### src/core/rcs_pkg.sv
// Package for the reset configuration sampler: word layout, defaults and widths.
// Assumes a 32-bit configuration word presented on the external data bus.
`default_nettype none

package rcs_pkg;

	// ------------------------------------------------------------
	// Configuration word layout
	// ------------------------------------------------------------
	localparam int CFG_W = 32;
	localparam int ARB_BIT = 31;
	localparam int PREFIX_BIT = 30;
	localparam int MC_DIS_BIT = 29;
	localparam int BPS_LSB = 27;
	localparam int BPS_W = 2;
	localparam int SPACE_BASE_LSB = 25;
	localparam int SPACE_BASE_W = 2;
	localparam int BASE_W = 16;

	// ------------------------------------------------------------
	// Internal default word and base addresses per base field code
	// ------------------------------------------------------------
	localparam logic [CFG_W-1:0] DEFAULT_CFG = 32'h0000_0000;
	localparam logic [BASE_W-1:0] BASE_CODE0 = 16'h0000;
	localparam logic [BASE_W-1:0] BASE_CODE1 = 16'h00F0;
	localparam logic [BASE_W-1:0] BASE_CODE2 = 16'h0F00;
	localparam logic [BASE_W-1:0] BASE_CODE3 = 16'hFF00;

	// ------------------------------------------------------------
	// Sampling depth
	// ------------------------------------------------------------
	localparam int SAMPLE_EDGES = 2;

endpackage

`default_nettype wire

### src/core/rcs_sampler.sv
// Reset configuration sampler: captures the startup configuration word at hard
// reset release and holds the decoded startup settings.
// Assumes all inputs are synchronous to mclk_i, the system clock output.
`default_nettype none

// What this block does
// - The word is sampled on the last two system clock edges before hard reset release.
// - With the select input asserted the bus word is used, otherwise the internal default.
// - The word decodes into arbitration type, vector prefix, controller disable, port size and base.
// - A disabled memory controller keeps the chip-select machine and boot chip select off.
// - Writing the map base register after reset release relocates the register space like the captured base field.
module rcs_sampler #(
	parameter int CFG_W = rcs_pkg::CFG_W,
	parameter logic [31:0] DEFAULT_CFG = rcs_pkg::DEFAULT_CFG
) (
	// Clock and power-on reset
	input wire logic mclk_i,
	input wire logic rst_i,
	// Reset framing and configuration source
	input wire logic hard_reset_input_n_i,
	input wire logic reset_config_select_n_i,
	input wire logic [CFG_W-1:0] data_bus_i,
	// Internal map base register write port
	input wire logic map_base_wr_i,
	input wire logic [rcs_pkg::BASE_W-1:0] map_base_wdata_i,
	// Startup settings
	output logic cfg_valid_o,
	output logic cfg_mismatch_o,
	output logic arb_internal_o,
	output logic irq_prefix_o,
	output logic mc_disable_o,
	output logic gpcs_enable_o,
	output logic boot_chip_select_en_o,
	output logic [rcs_pkg::BPS_W-1:0] boot_port_size_o,
	output logic [rcs_pkg::BASE_W-1:0] internal_map_base_o
);

	// ------------------------------------------------------------
	// Parameter check
	// ------------------------------------------------------------
	if (CFG_W != 32) begin : g_bad_width
		$error("rcs_sampler: configuration word must be 32 bits wide");
	end

	// ------------------------------------------------------------
	// Base field decode
	// ------------------------------------------------------------
	// Each base code selects the upper half of the register space address.
	function automatic logic [rcs_pkg::BASE_W-1:0] base_decode(
		input logic [rcs_pkg::SPACE_BASE_W-1:0] code
	);
		unique case (code)
			2'h0: base_decode = rcs_pkg::BASE_CODE0;
			2'h1: base_decode = rcs_pkg::BASE_CODE1;
			2'h2: base_decode = rcs_pkg::BASE_CODE2;
			2'h3: base_decode = rcs_pkg::BASE_CODE3;
		endcase
	endfunction

	// ------------------------------------------------------------
	// Sampling during hard reset
	// ------------------------------------------------------------
	logic hr_prev_reg;
	logic [CFG_W:0] last_s;
	logic [CFG_W:0] prev_s;
	wire logic in_reset = ~hard_reset_input_n_i;
	wire logic release_w = hard_reset_input_n_i & ~hr_prev_reg;

	// Every edge inside hard reset is sampled, so the two held samples at
	// release are exactly the final two edges before it.
	rcs_capture #(
		.W(CFG_W + 1)
	) u_capture (
		.mclk_i(mclk_i),
		.rst_i(rst_i),
		.en_i(in_reset),
		.d_i({~reset_config_select_n_i, data_bus_i}),
		.last_o(last_s),
		.prev_o(prev_s)
	);

	always_ff @(posedge mclk_i) begin
		if (rst_i) begin
			hr_prev_reg <= 1'b0;
		end else begin
			hr_prev_reg <= hard_reset_input_n_i;
		end
	end

	// ------------------------------------------------------------
	// Source selection and field decode
	// ------------------------------------------------------------
	wire logic sel_bus = last_s[CFG_W];
	wire logic [31:0] word_w = sel_bus ? last_s[31:0] : DEFAULT_CFG;
	wire logic mismatch_w = (last_s != prev_s);
	wire logic mc_dis_w = word_w[rcs_pkg::MC_DIS_BIT];
	wire logic [rcs_pkg::BPS_W-1:0] bps_w =
		word_w[rcs_pkg::BPS_LSB +: rcs_pkg::BPS_W];
	wire logic [rcs_pkg::BASE_W-1:0] base_w =
		base_decode(word_w[rcs_pkg::SPACE_BASE_LSB +: rcs_pkg::SPACE_BASE_W]);
	wire logic [rcs_pkg::BASE_W-1:0] dflt_base =
		base_decode(DEFAULT_CFG[rcs_pkg::SPACE_BASE_LSB +: rcs_pkg::SPACE_BASE_W]);
	// A write that meets the release edge is dropped, so the freshly captured base wins.
	wire logic base_wr_w = map_base_wr_i & cfg_valid_o & hard_reset_input_n_i;

	// ------------------------------------------------------------
	// Startup settings, loaded once per reset release
	// ------------------------------------------------------------
	always_ff @(posedge mclk_i) begin
		if (rst_i) begin
			cfg_valid_o <= 1'b0;
			cfg_mismatch_o <= 1'b0;
			arb_internal_o <= DEFAULT_CFG[rcs_pkg::ARB_BIT];
			irq_prefix_o <= DEFAULT_CFG[rcs_pkg::PREFIX_BIT];
			mc_disable_o <= DEFAULT_CFG[rcs_pkg::MC_DIS_BIT];
			gpcs_enable_o <= 1'b0;
			boot_chip_select_en_o <= 1'b0;
			boot_port_size_o <= DEFAULT_CFG[rcs_pkg::BPS_LSB +: rcs_pkg::BPS_W];
			internal_map_base_o <= dflt_base;
		end else if (in_reset) begin
			cfg_valid_o <= 1'b0;
			gpcs_enable_o <= 1'b0;
			boot_chip_select_en_o <= 1'b0;
		end else if (release_w) begin
			cfg_valid_o <= 1'b1;
			cfg_mismatch_o <= mismatch_w;
			arb_internal_o <= word_w[rcs_pkg::ARB_BIT];
			irq_prefix_o <= word_w[rcs_pkg::PREFIX_BIT];
			mc_disable_o <= mc_dis_w;
			gpcs_enable_o <= ~mc_dis_w;
			boot_chip_select_en_o <= ~mc_dis_w;
			boot_port_size_o <= bps_w;
			internal_map_base_o <= base_w;
		end else if (base_wr_w) begin
			// Only the base register may change after release.
			internal_map_base_o <= map_base_wdata_i;
		end
	end

	// ------------------------------------------------------------
	// Checks
	// ------------------------------------------------------------
	sample_bus_a: assert property (@(posedge mclk_i) disable iff (rst_i)
		release_w && last_s[CFG_W] && $past(in_reset, rcs_pkg::SAMPLE_EDGES)
		|=> cfg_valid_o && mc_disable_o == $past(last_s[rcs_pkg::MC_DIS_BIT])
		&& boot_port_size_o == $past(last_s[rcs_pkg::BPS_LSB +: rcs_pkg::BPS_W]))
		else $error("bus word not taken at reset release");

	default_src_a: assert property (@(posedge mclk_i) disable iff (rst_i)
		release_w && !last_s[CFG_W]
		|=> mc_disable_o == DEFAULT_CFG[rcs_pkg::MC_DIS_BIT]
		&& irq_prefix_o == DEFAULT_CFG[rcs_pkg::PREFIX_BIT])
		else $error("default word not used without select");

	decode_base_a: assert property (@(posedge mclk_i) disable iff (rst_i)
		release_w |=> internal_map_base_o == $past(base_w)
		&& arb_internal_o == $past(word_w[rcs_pkg::ARB_BIT]))
		else $error("startup field decode wrong");

	cs_disable_a: assert property (@(posedge mclk_i) disable iff (rst_i)
		cfg_valid_o |-> (gpcs_enable_o == !mc_disable_o)
		&& (boot_chip_select_en_o == !mc_disable_o))
		else $error("chip select enable disagrees with controller disable");

	base_write_a: assert property (@(posedge mclk_i) disable iff (rst_i)
		base_wr_w && !release_w |=> internal_map_base_o == $past(map_base_wdata_i))
		else $error("map base write did not relocate");

	settings_hold_a: assert property (@(posedge mclk_i) disable iff (rst_i)
		cfg_valid_o && hard_reset_input_n_i
		|=> cfg_valid_o && $stable(mc_disable_o) && $stable(irq_prefix_o)
		&& $stable(arb_internal_o) && $stable(boot_port_size_o))
		else $error("startup settings changed after release");

	// ------------------------------------------------------------
	// Checks on capture, refusal and hold
	// ------------------------------------------------------------
	// The capture stage must shift one sample per edge while hard reset is low.
	capture_shift_a: assert property (@(posedge mclk_i) disable iff (rst_i)
		in_reset |=> last_s[CFG_W-1:0] == $past(data_bus_i)
		&& last_s[CFG_W] == !$past(reset_config_select_n_i)
		&& prev_s == $past(last_s))
		else $error("capture stage did not shift at a hard reset edge");

	mismatch_flag_a: assert property (@(posedge mclk_i) disable iff (rst_i)
		release_w |=> cfg_mismatch_o == ($past(last_s) != $past(prev_s)))
		else $error("unequal final samples not flagged");

	release_valid_a: assert property (@(posedge mclk_i) disable iff (rst_i)
		release_w |=> cfg_valid_o)
		else $error("settings not marked valid after reset release");

	bus_flags_a: assert property (@(posedge mclk_i) disable iff (rst_i)
		release_w && last_s[CFG_W]
		|=> irq_prefix_o == $past(last_s[rcs_pkg::PREFIX_BIT])
		&& arb_internal_o == $past(last_s[rcs_pkg::ARB_BIT]))
		else $error("arbitration or prefix bit not taken from the bus word");

	default_fields_a: assert property (@(posedge mclk_i) disable iff (rst_i)
		release_w && !last_s[CFG_W]
		|=> arb_internal_o == DEFAULT_CFG[rcs_pkg::ARB_BIT]
		&& boot_port_size_o == DEFAULT_CFG[rcs_pkg::BPS_LSB +: rcs_pkg::BPS_W]
		&& internal_map_base_o == dflt_base)
		else $error("default word fields not loaded");

	// Before release the boot chip select must stay off whatever the word says.
	cs_held_off_a: assert property (@(posedge mclk_i) disable iff (rst_i)
		!cfg_valid_o |-> !gpcs_enable_o && !boot_chip_select_en_o)
		else $error("chip select enabled before configuration release");

	valid_drop_a: assert property (@(posedge mclk_i) disable iff (rst_i)
		in_reset |=> !cfg_valid_o)
		else $error("settings still marked valid inside hard reset");

	base_hold_a: assert property (@(posedge mclk_i) disable iff (rst_i)
		in_reset |=> $stable(internal_map_base_o))
		else $error("map base changed inside hard reset");

	base_refused_a: assert property (@(posedge mclk_i) disable iff (rst_i)
		map_base_wr_i && !cfg_valid_o && !release_w |=> $stable(internal_map_base_o))
		else $error("map base write taken before release");

endmodule

`default_nettype wire

### src/core/rcs_capture.sv
// Two-deep sample register for the configuration word and select bit.
// Assumes en_i is high on every clock edge that falls inside hard reset.
`default_nettype none

module rcs_capture #(
	parameter int W = 33
) (
	// Clock and reset
	input wire logic mclk_i,
	input wire logic rst_i,
	// Sample stream
	input wire logic en_i,
	input wire logic [W-1:0] d_i,
	// Last two samples
	output logic [W-1:0] last_o,
	output logic [W-1:0] prev_o
);

	if (W < 2) begin : g_bad_width
		$error("rcs_capture: a sample needs the select bit and at least one data bit");
	end

	// Each enabled edge pushes the newest sample and keeps the one before it.
	always_ff @(posedge mclk_i) begin
		if (rst_i) begin
			last_o <= '0;
			prev_o <= '0;
		end else if (en_i) begin
			last_o <= d_i;
			prev_o <= last_o;
		end
	end

endmodule

`default_nettype wire

### config.mk
export PLATFORM = sky130hd
export DESIGN_NAME = rcs_sampler
export DESIGN_NICKNAME = d
export VERILOG_FILES = /design/src/core/rcs_pkg.sv /design/src/core/rcs_sampler.sv /design/src/core/rcs_capture.sv
export SDC_FILE = /design/constraint.sdc
export NUM_CORES = 1
export LEC_CHECK = 0
export BUFFER_PORTS_ARGS = -buffer_cell sky130_fd_sc_hd__buf_2
export CAP_MARGIN = 20
export CELL_PAD_IN_SITES_DETAIL_PLACEMENT = 1
export CELL_PAD_IN_SITES_GLOBAL_PLACEMENT = 2
export CORE_MARGIN = 3
export CORE_UTILIZATION = 37
export DETAILED_ROUTE_END_ITERATION = 10
export HOLD_SLACK_MARGIN = 0.05
export PLACE_DENSITY = 0.91
export SLEW_MARGIN = 20
export SYNTH_ARGS = -nofsm -noshare
export SYNTH_HDL_FRONTEND = slang
export SYNTH_HIERARCHICAL = 1
export SYNTH_SLANG_ARGS = --single-unit
### constraint.sdc
create_clock -name mclk_i -period 2.48 [get_ports mclk_i]
set_input_delay 0.248 -clock mclk_i [delete_from_list [all_inputs] [get_ports mclk_i]]
set_output_delay 0.248 -clock mclk_i [all_outputs]
set_load 0.02 [all_outputs]
Yosys cells after proc, flatten, opt, wreduce, memory -nomap -nowiden --
Index checks and enable logic that the tools add are counted.
Cells by class: order comparisons 0, divide/modulo/power cells 0, multiply operators 0, equal/unequal tests 4, reduce and logical (&&, ||, !) cells 5, shifts and indexed selects 0, bitwise operators 7, muxes and demuxes 4, add/sub/neg operators 0
Operator list (count):
- one-hot mux 16 bit (4 select lines) | 1
- inequality test 33 bit | 1
- 2-to-1 mux 16 bit | 2
- 2-to-1 mux 32 bit | 1
- equality test 2 bit, second input constant | 2
- inverter 1 bit | 4
- AND reduction 2 bit | 2
- bitwise AND 1 bit | 3
- equality test 2 x 1 -> 1 bit, second input constant | 1
- zero test 2 bit | 1
- nonzero test 2 bit | 1
- OR reduction 2 bit | 1
Word-level totals: bits of input ports 53, memories kept 0, ROM bits 0, word-level logic and storage cells 31, latch bits 0, register bits 91, RAM bits 0, output and inout port bits 25

Depth between registers and ports, before layout --
Gate-level depths: netlist of the first run.
depth in word-level cells 4, gate-level depth with buffers 6, gate-level depth less buffers 4

Hierarchy --
Netlist of the first run, hierarchy kept.
By module, submodules not included:
- rcs_capture | cells each 213, area each 2387.3 µm², instances 1, sequential area each 1321.3 µm²
- rcs_sampler | cells each 159, area each 1446.4 µm², instances 1, sequential area each 500.5 µm²

Worst setup path before layout of the first run --
Ideal clock, no wire load.
path type flip-flop to flip-flop, start register cfg_valid_o, end register internal_map_base_o[4] in the netlist's numbering, path slack 1.129 ns, path buffers 1, cell stages (with the launch flop) 6, clock period less this slack 1.351 ns, data required time 2.340 ns, library setup time 0.140 ns, arrival time 1.211 ns, path through dfxtp_1 > nand2_1 > a21o_1 > buf_6 > a41oi_4 > a211oi_1
Between the ends: cells in the longest elaborated chain, start to end 4
Ends and longest elaborated chain:
- from (decl) | RTL line rcs_sampler.sv:27 | output logic cfg_valid_o,
- from (signal assigned) | RTL line rcs_sampler.sv:111 | cfg_valid_o <= 1'b0;
- from (signal assigned) | RTL line rcs_sampler.sv:121 | cfg_valid_o <= 1'b0;
- from (signal assigned) | RTL line rcs_sampler.sv:125 | cfg_valid_o <= 1'b1;
- bitwise AND 1 bit (2 in a row) | RTL line rcs_sampler.sv:104 | wire logic base_wr_w = map_base_wr_i & cfg_valid_o & hard_reset_input_n_i;
- nonzero test 2 bit (no source line)
- AND reduction 2 bit (no source line)
- to (signal assigned) | RTL line rcs_sampler.sv:119 | internal_map_base_o <= dflt_base;
- to (signal assigned) | RTL line rcs_sampler.sv:133 | internal_map_base_o <= base_w;
- to (signal assigned) | RTL line rcs_sampler.sv:136 | internal_map_base_o <= map_base_wdata_i;
- to (decl) | RTL line rcs_sampler.sv:35 | output logic [rcs_pkg::BASE_W-1:0] internal_map_base_o
No other way between the ends. A chain may end at the register's enable or synchronous reset.

Worst setup path after layout of the first run --
start register hr_prev_reg, end register internal_map_base_o[6] in the netlist's numbering
Between the ends: cells in the longest elaborated chain, start to end 4
Ends and longest elaborated chain:
- from (decl) | RTL line rcs_sampler.sv:63 | logic hr_prev_reg;
- from (signal assigned) | RTL line rcs_sampler.sv:86 | hr_prev_reg <= hard_reset_input_n_i;
- inverter 1 bit * | RTL line rcs_sampler.sv:67 | wire logic release_w = hard_reset_input_n_i & ~hr_prev_reg;
- bitwise AND 1 bit * | RTL line rcs_sampler.sv:67
- nonzero test 2 bit (no source line)
- AND reduction 2 bit (no source line)
Mark *: on every way between the ends. The rest lies on a longest branch, timed or not.

==> run_results.csv, run 1 <==
group,metric,value,unit
sta,tightest_slew,582,ps
sta,grt_setup_unrepaired,"no",
layout,n_antenna_cell,0,
sta,final_hold_viol_count,0,
die,die_h,108,um
power,power_leakage,1.95,nW
sta,maxSlewHeadroom,0.612,
synthesis,synth_nets,425,
clock_network,clock_path_buffers,2,
die,coreArea,9910,sq um
clock_network,cts_max_level,3,
power,peakVddDrop,0.000355,V
setup_path,crit_required,2760,ps
synthesis,syn_area,3830,sq um
die,pin_count,78,
sta,max_freq,0.640,GHz
synthesis,synthDistinctLibCells,34,
layout,mostFrequentLayoutCell,"dfxtp_1",
clock_network,root_buffer,"clkbuf_8",
clock_network,hold_buffers,0,
sta,slew_viol_final,0,
setup_path,criticalPathCategory,"register to register",
drt,via_per_inst,4.82,
layout,finalNetCount,494,
clock_network,cts_resized,0,
clock_network,cts_setup_buffers,0,
drt,wl,8470,um
die,die_x,108,um
global_route,antenna_found_initial,0,
drt,firstDrtPassIters,4,
synthesis,synth-seq-cells,91,
sta,setup_viol,0,
die,start_util,0.387,
global_route,gr-total-overflow,0,
setup_path,arrival,1840,ps
setup_path,cp-end-kind,"register",
layout,multi_input_area,1770,sq um
power,power_density,692,nW/um^2
layout,n_fill_cell,1148,
layout,final_cell_mix,"dfxtp_1, nor2_1, buf_2",
hold_path,hp-start,"map_base_wdata_i[3]",
global_route,grt_pass1_wl,14300,um
hold_path,hp-class,"input pin to register",
clock_network,clock_latency,360,ps
clock_network,cts.clk_slew.worst_paths,100,ps
setup_path,worstSetupStartpointType,"register",
setup_path,cp-startpoint,"hr_prev_reg$_SDFF_PP0_",
sta,fin_setup_tns,0,ps
synthesis,synth_warnings,6,
layout,final-seq-area,1820,sq um
synthesis,syn_avg_cell_area,10.3,sq um
layout,final_layout_size_suffix_gt1_frac,0.256,
global_route,grt_start_max_net_pins,69,
setup_path,r2r-start,"hr_prev_reg$_SDFF_PP0_",
layout,final_core_util,0.448,
placed_design,gp_congestion,0.711,
sta,fin_crit,1560,ps
drt,ant_nets,0,
sta,finalClockSkew,16.9,ps
layout,areaGrowthSynthToFinish,15.9,%
global_route,grt_pass1_vias,3022,
placed_design,dp_hpwl,6180,um
die,rows,36,
setup_path,critical_path.max_fanout,12,
global_route,track_usage,0.155,
clock_network,cts_sinks,91,
clock_network,cts_tree,"built",
drt,drt_iter0_drc,55,
drt,via_count,2791,
sta,timing.final.crit_share,0.630,
flow_run,maxCapViolCount,0,
die,die_area,11600,sq um
placed_design,portBuffers,77,
run_status,status,"complete, no violations",
synthesis,yosysSeqAreaShare,0.475,
layout,top_regs,"u_capture/last_o: 33 flops, u_capture/prev_o: 33 flops, internal_map_base_o: 16 flops",
drt,drc,0,
drt,wl_per_cell,14.6,um
synthesis,netlist_instances,372,
clock_network,numCtsBuffers,9,
==> where the power goes <==
part	switching (mW)	total, mW	internal, mW
logic	0.200	0.372	0.172
registers	0.0619	1.59	1.53
clock network	0.512	1.11	0.597
total	0.775	3.07	2.30
==> final timing paths <==
kind                                          to  slack (ps)  depth (start not counted)
max          internal_map_base_o[6]$_SDFFE_PP0P_         920                          4
min reg2reg     boot_port_size_o[1]$_SDFFE_PP0P_         460                          2
max reg2reg  internal_map_base_o[6]$_SDFFE_PP0P_         920                          4
min          internal_map_base_o[3]$_SDFFE_PP0P_         120                          3
==> synth_stat cells <==
| master | n | area [sq um] |
|---|---|---|
| a21oi_2 | 1 | 8.76 |
| inv_1 | 3 | 11.3 |
| a21o_1 | 1 | 7.51 |
| buf_2 | 5 | 25.0 |
| dfxtp_1 | 91 | 1820 |
| xor2_1 | 1 | 8.76 |
| xnor2_1 | 32 | 280 |
| clkbuf_1 | 4 | 15.0 |
| a211oi_2 | 5 | 62.6 |
| nor3_1 | 6 | 30.0 |
| nand2_1 | 10 | 37.5 |
| nor2_1 | 84 | 315 |
| buf_6 | 5 | 56.3 |
| a211oi_1 | 7 | 52.6 |
| a31oi_1 | 1 | 6.26 |
| o211a_1 | 1 | 10.0 |
| nor4_1 | 1 | 6.26 |
| nand4_1 | 8 | 50.1 |
| nor2_4 | 1 | 11.3 |
| a31oi_4 | 1 | 21.3 |
| nand3_1 | 6 | 30.0 |
| buf_1 | 1 | 3.75 |
| nand4b_1 | 1 | 8.76 |
| buf_12 | 5 | 100 |
| inv_2 | 1 | 3.75 |
| o21bai_1 | 1 | 7.51 |
| mux2i_1 | 66 | 661 |
| a22oi_1 | 4 | 30.0 |
| a21oi_1 | 6 | 30.0 |
| a41oi_4 | 1 | 27.5 |
| nand2b_1 | 2 | 12.5 |
| buf_4 | 4 | 30.0 |
| nand2_2 | 5 | 31.3 |
| nor2_8 | 1 | 20.0 |
==> critical path, cell delays in order, from the launching register on <==
cell and delay [ps]:
dfxtp_1 560, nand2b_1 370, buf_4 280, nand2_1 70
a211oi_1 220
==> metal layers <==
metal  track usage  routed length (um)
met1         0.187                3700
met2         0.273                4240
met3        0.0396                 439
met4        0.0388                  78
met5             0                   0
==> final cells by class <==
type / count / area share
Clock buffer: 10 / 0.0310
Clock inverter: 6 / 0.0197
Timing Repair Buffer: 82 / 0.101
Multi-Input combinational cell: 253 / 0.398
Tap cell: 133 / 0.0374
Sequential cell: 91 / 0.410
Inverter: 4 / 0.00366
==> logic make-up after synthesis <==
group / count (synthesis) / share of synthesized area
muxes: 66 / 0.172
DFF: 91 / 0.475
buffers and inverters: 28 / 0.0640
AOI/OAI and AO/OA: 29 / 0.0689
and+or+nand+nor: 125 / 0.144
xor gates and xnor gates: 33 / 0.0754
==> per-stage QoR <==
stage	instances	worst slack, ps	instance area, sq um	power, mW	hold WS, ps
detailed placement	563	893	4220	2.00	452
global route	579	720	4440	3.23	123
floorplan	372	1130	3830	1.90	326
global placement	563	975	4220	1.99	439
finish	579	918	4440	3.07	123
CTS	579	872	4440	3.14	105
No activity file was read; power rests on OpenSTA's default activity.
==> inputs of run 2 (changes only) <==
- CORE_UTILIZATION: 37 -> 31
- PLACE_DENSITY: 0.91 -> 0.82
- clock period: 2.48 -> 1.4 ns (I/O delays scaled with it)
==> run_results.csv, run 2 (synthesis results as in run 1) <==
group,metric,value,unit
run_status,status,"complete, no violations",
die,start_util,0.326,
global_route,grt_pass1_wl,15300,um
clock_network,root_buffer,"clkbuf_16",
power,finalPower,6.25,mW
clock_network,numCtsBuffers,9,
drt,via_count,2925,
setup_path,worstSetupStartpointType,"register",
sta,setup_viol,0,
clock_network,clock_path_buffers,2,
sta,slew_viol_final,0,
placed_design,gp_congestion,0.756,
die,die_h,117,um
layout,finalNetCount,532,
drt,firstDrtPassIters,5,
die,rows,39,
clock_network,cts_sinks,91,
setup_path,cp-startpoint,"u_capture/prev_o[32]$_SDFFE_PP0P_",
layout,n_antenna_cell,0,
hold_path,hp-start,"data_bus_i[2]",
setup_path,cp-end-kind,"register",
layout,final_layout_size_suffix_gt1_frac,0.285,
sta,finalClockSkew,5.99,ps
clock_network,cts.clk_slew.worst_paths,60,ps
sta,max_freq,0.772,GHz
sta,fin_crit,1300,ps
placed_design,pre_cts_ws,-21.8,ps
die,die_x,117,um
global_route,gr-total-overflow,0,
drt,via_per_inst,4.51,
sta,fin_hold_ws,53.1,ps
global_route,grt_pass1_vias,3162,
die,die_area,13700,sq um
global_route,grt_start_max_net_pins,36,
drt,wl,9400,um
placed_design,dp_hpwl,6570,um
sta,maxSlewHeadroom,0.749,
setup_path,ff2ff_path_depth,5,
setup_path,critical_path.max_fanout,2,
die,coreArea,11800,sq um
drt,wl_per_cell,14.5,um
setup_path,reg2reg_slack,100,ps
global_route,track_usage,0.144,
layout,final_cell_mix,"dfxtp_1, nor2_1, buf_2",
hold_path,hp-class,"input pin to register",
setup_path,crit_required,1620,ps
layout,mostFrequentLayoutCell,"dfxtp_1",
layout,areaGrowthSynthToFinish,30.5,%
die,pin_count,78,
sta,final_hold_viol_count,0,
clock_network,cts_max_level,3,
power,power_density,1250,nW/um^2
setup_path,criticalPathCategory,"register to register",
sta,fin_ws,105,ps
hold_path,min_to,"u_capture/last_o[2]$_SDFFE_PP0P_",
drt,drc,0,
hold_path,whs_path_depth,3,
layout,final_core_util,0.425,
power,peakVddDrop,0.000465,V
setup_path,r2r-start,"u_capture/prev_o[32]$_SDFFE_PP0P_",
setup_path,worstReg2RegEnd,"cfg_mismatch_o$_SDFFE_PP0P_",
drt,ant_nets,0,
sta,tightest_slew,377,ps
flow_run,maxCapViolCount,0,
drt,drt_iter0_drc,84,
power,power_leakage,2.18,nW
setup_path,arrival,1510,ps
placed_design,portBuffers,77,
sta,grt_setup_unrepaired,"no",
layout,top_regs,"u_capture/last_o: 33 flops, u_capture/prev_o: 33 flops, internal_map_base_o: 16 flops",
sta,timing.final.crit_share,0.925,
global_route,antenna_found_initial,0,
clock_network,clock_latency,340,ps
clock_network,cts_tree,"built",
==> run 2: cell type report <==
cell class / instances / area, sq um
fillers: 1328 / 6760
repair buffers: 120 / 826
well taps: 164 / 205
multi-input cells: 253 / 1810
clock inverters: 7 / 100
inverters: 4 / 16.3
clock buffers: 9 / 225
flip-flops and latches: 91 / 1820
==> run 2: worst max-delay path by stage <==
stage | to | slack, ps | cells after the start
floorplan | internal_map_base_o[4]$_SDFFE_PP0P_ | 50 | 5
global placement | internal_map_base_o[12]$_SDFFE_PP0P_ | 90 | 5
detailed placement | internal_map_base_o[12]$_SDFFE_PP0P_ | -20 | 5
CTS | internal_map_base_o[5]$_SDFFE_PP0P_ | 20 | 4
global route | internal_map_base_o[6]$_SDFFE_PP0P_ | 6 | 4
finish | cfg_mismatch_o$_SDFFE_PP0P_ | 100 | 5
==> run 2: metal layers <==
metal  global-route usage  part of all wire
met5                    0                 0
met4               0.0505             0.015
met3               0.0293             0.030
met2                0.257              0.51
met1                0.170              0.45
==> run 2: where the power goes <==
part | switching [mW] | internal, mW | leakage, nW
clock | 1.06 | 1.58 | 0.154
sequential | 0.0963 | 2.71 | 0.746
combinational | 0.405 | 0.394 | 1.28
total | 1.56 | 4.69 | 2.18
==> run 2: metrics by stage <==
stage,area [sq um],setup TNS [ps],std cells
finish,5000,0,648
global route,5000,0,648
CTS,4950,0,647
detailed placement,4420,-31.9,610
global placement,4420,0,610
floorplan,3830,0,372
==> run 2: timing repair <==
| action | in CTS | in global routing |
|---|---|---|
| hold endpoints to repair | 21 | 1 |
| pin swaps | 0 | 2 |
| hold buffers | 21 | 1 |
| endpoints found under the setup margin | 2 | 14 |
| setup buffers | 0 | 0 |
| resized for setup | 1 | 8 |
==> run 2: worst max-delay path, stage by stage (launching register included) <==
cell and delay [ps]:
dfxtp_1 380, xnor2_2 140, nand4_1 140, nor4_2 300, buf_4 150, a31oi_1 60
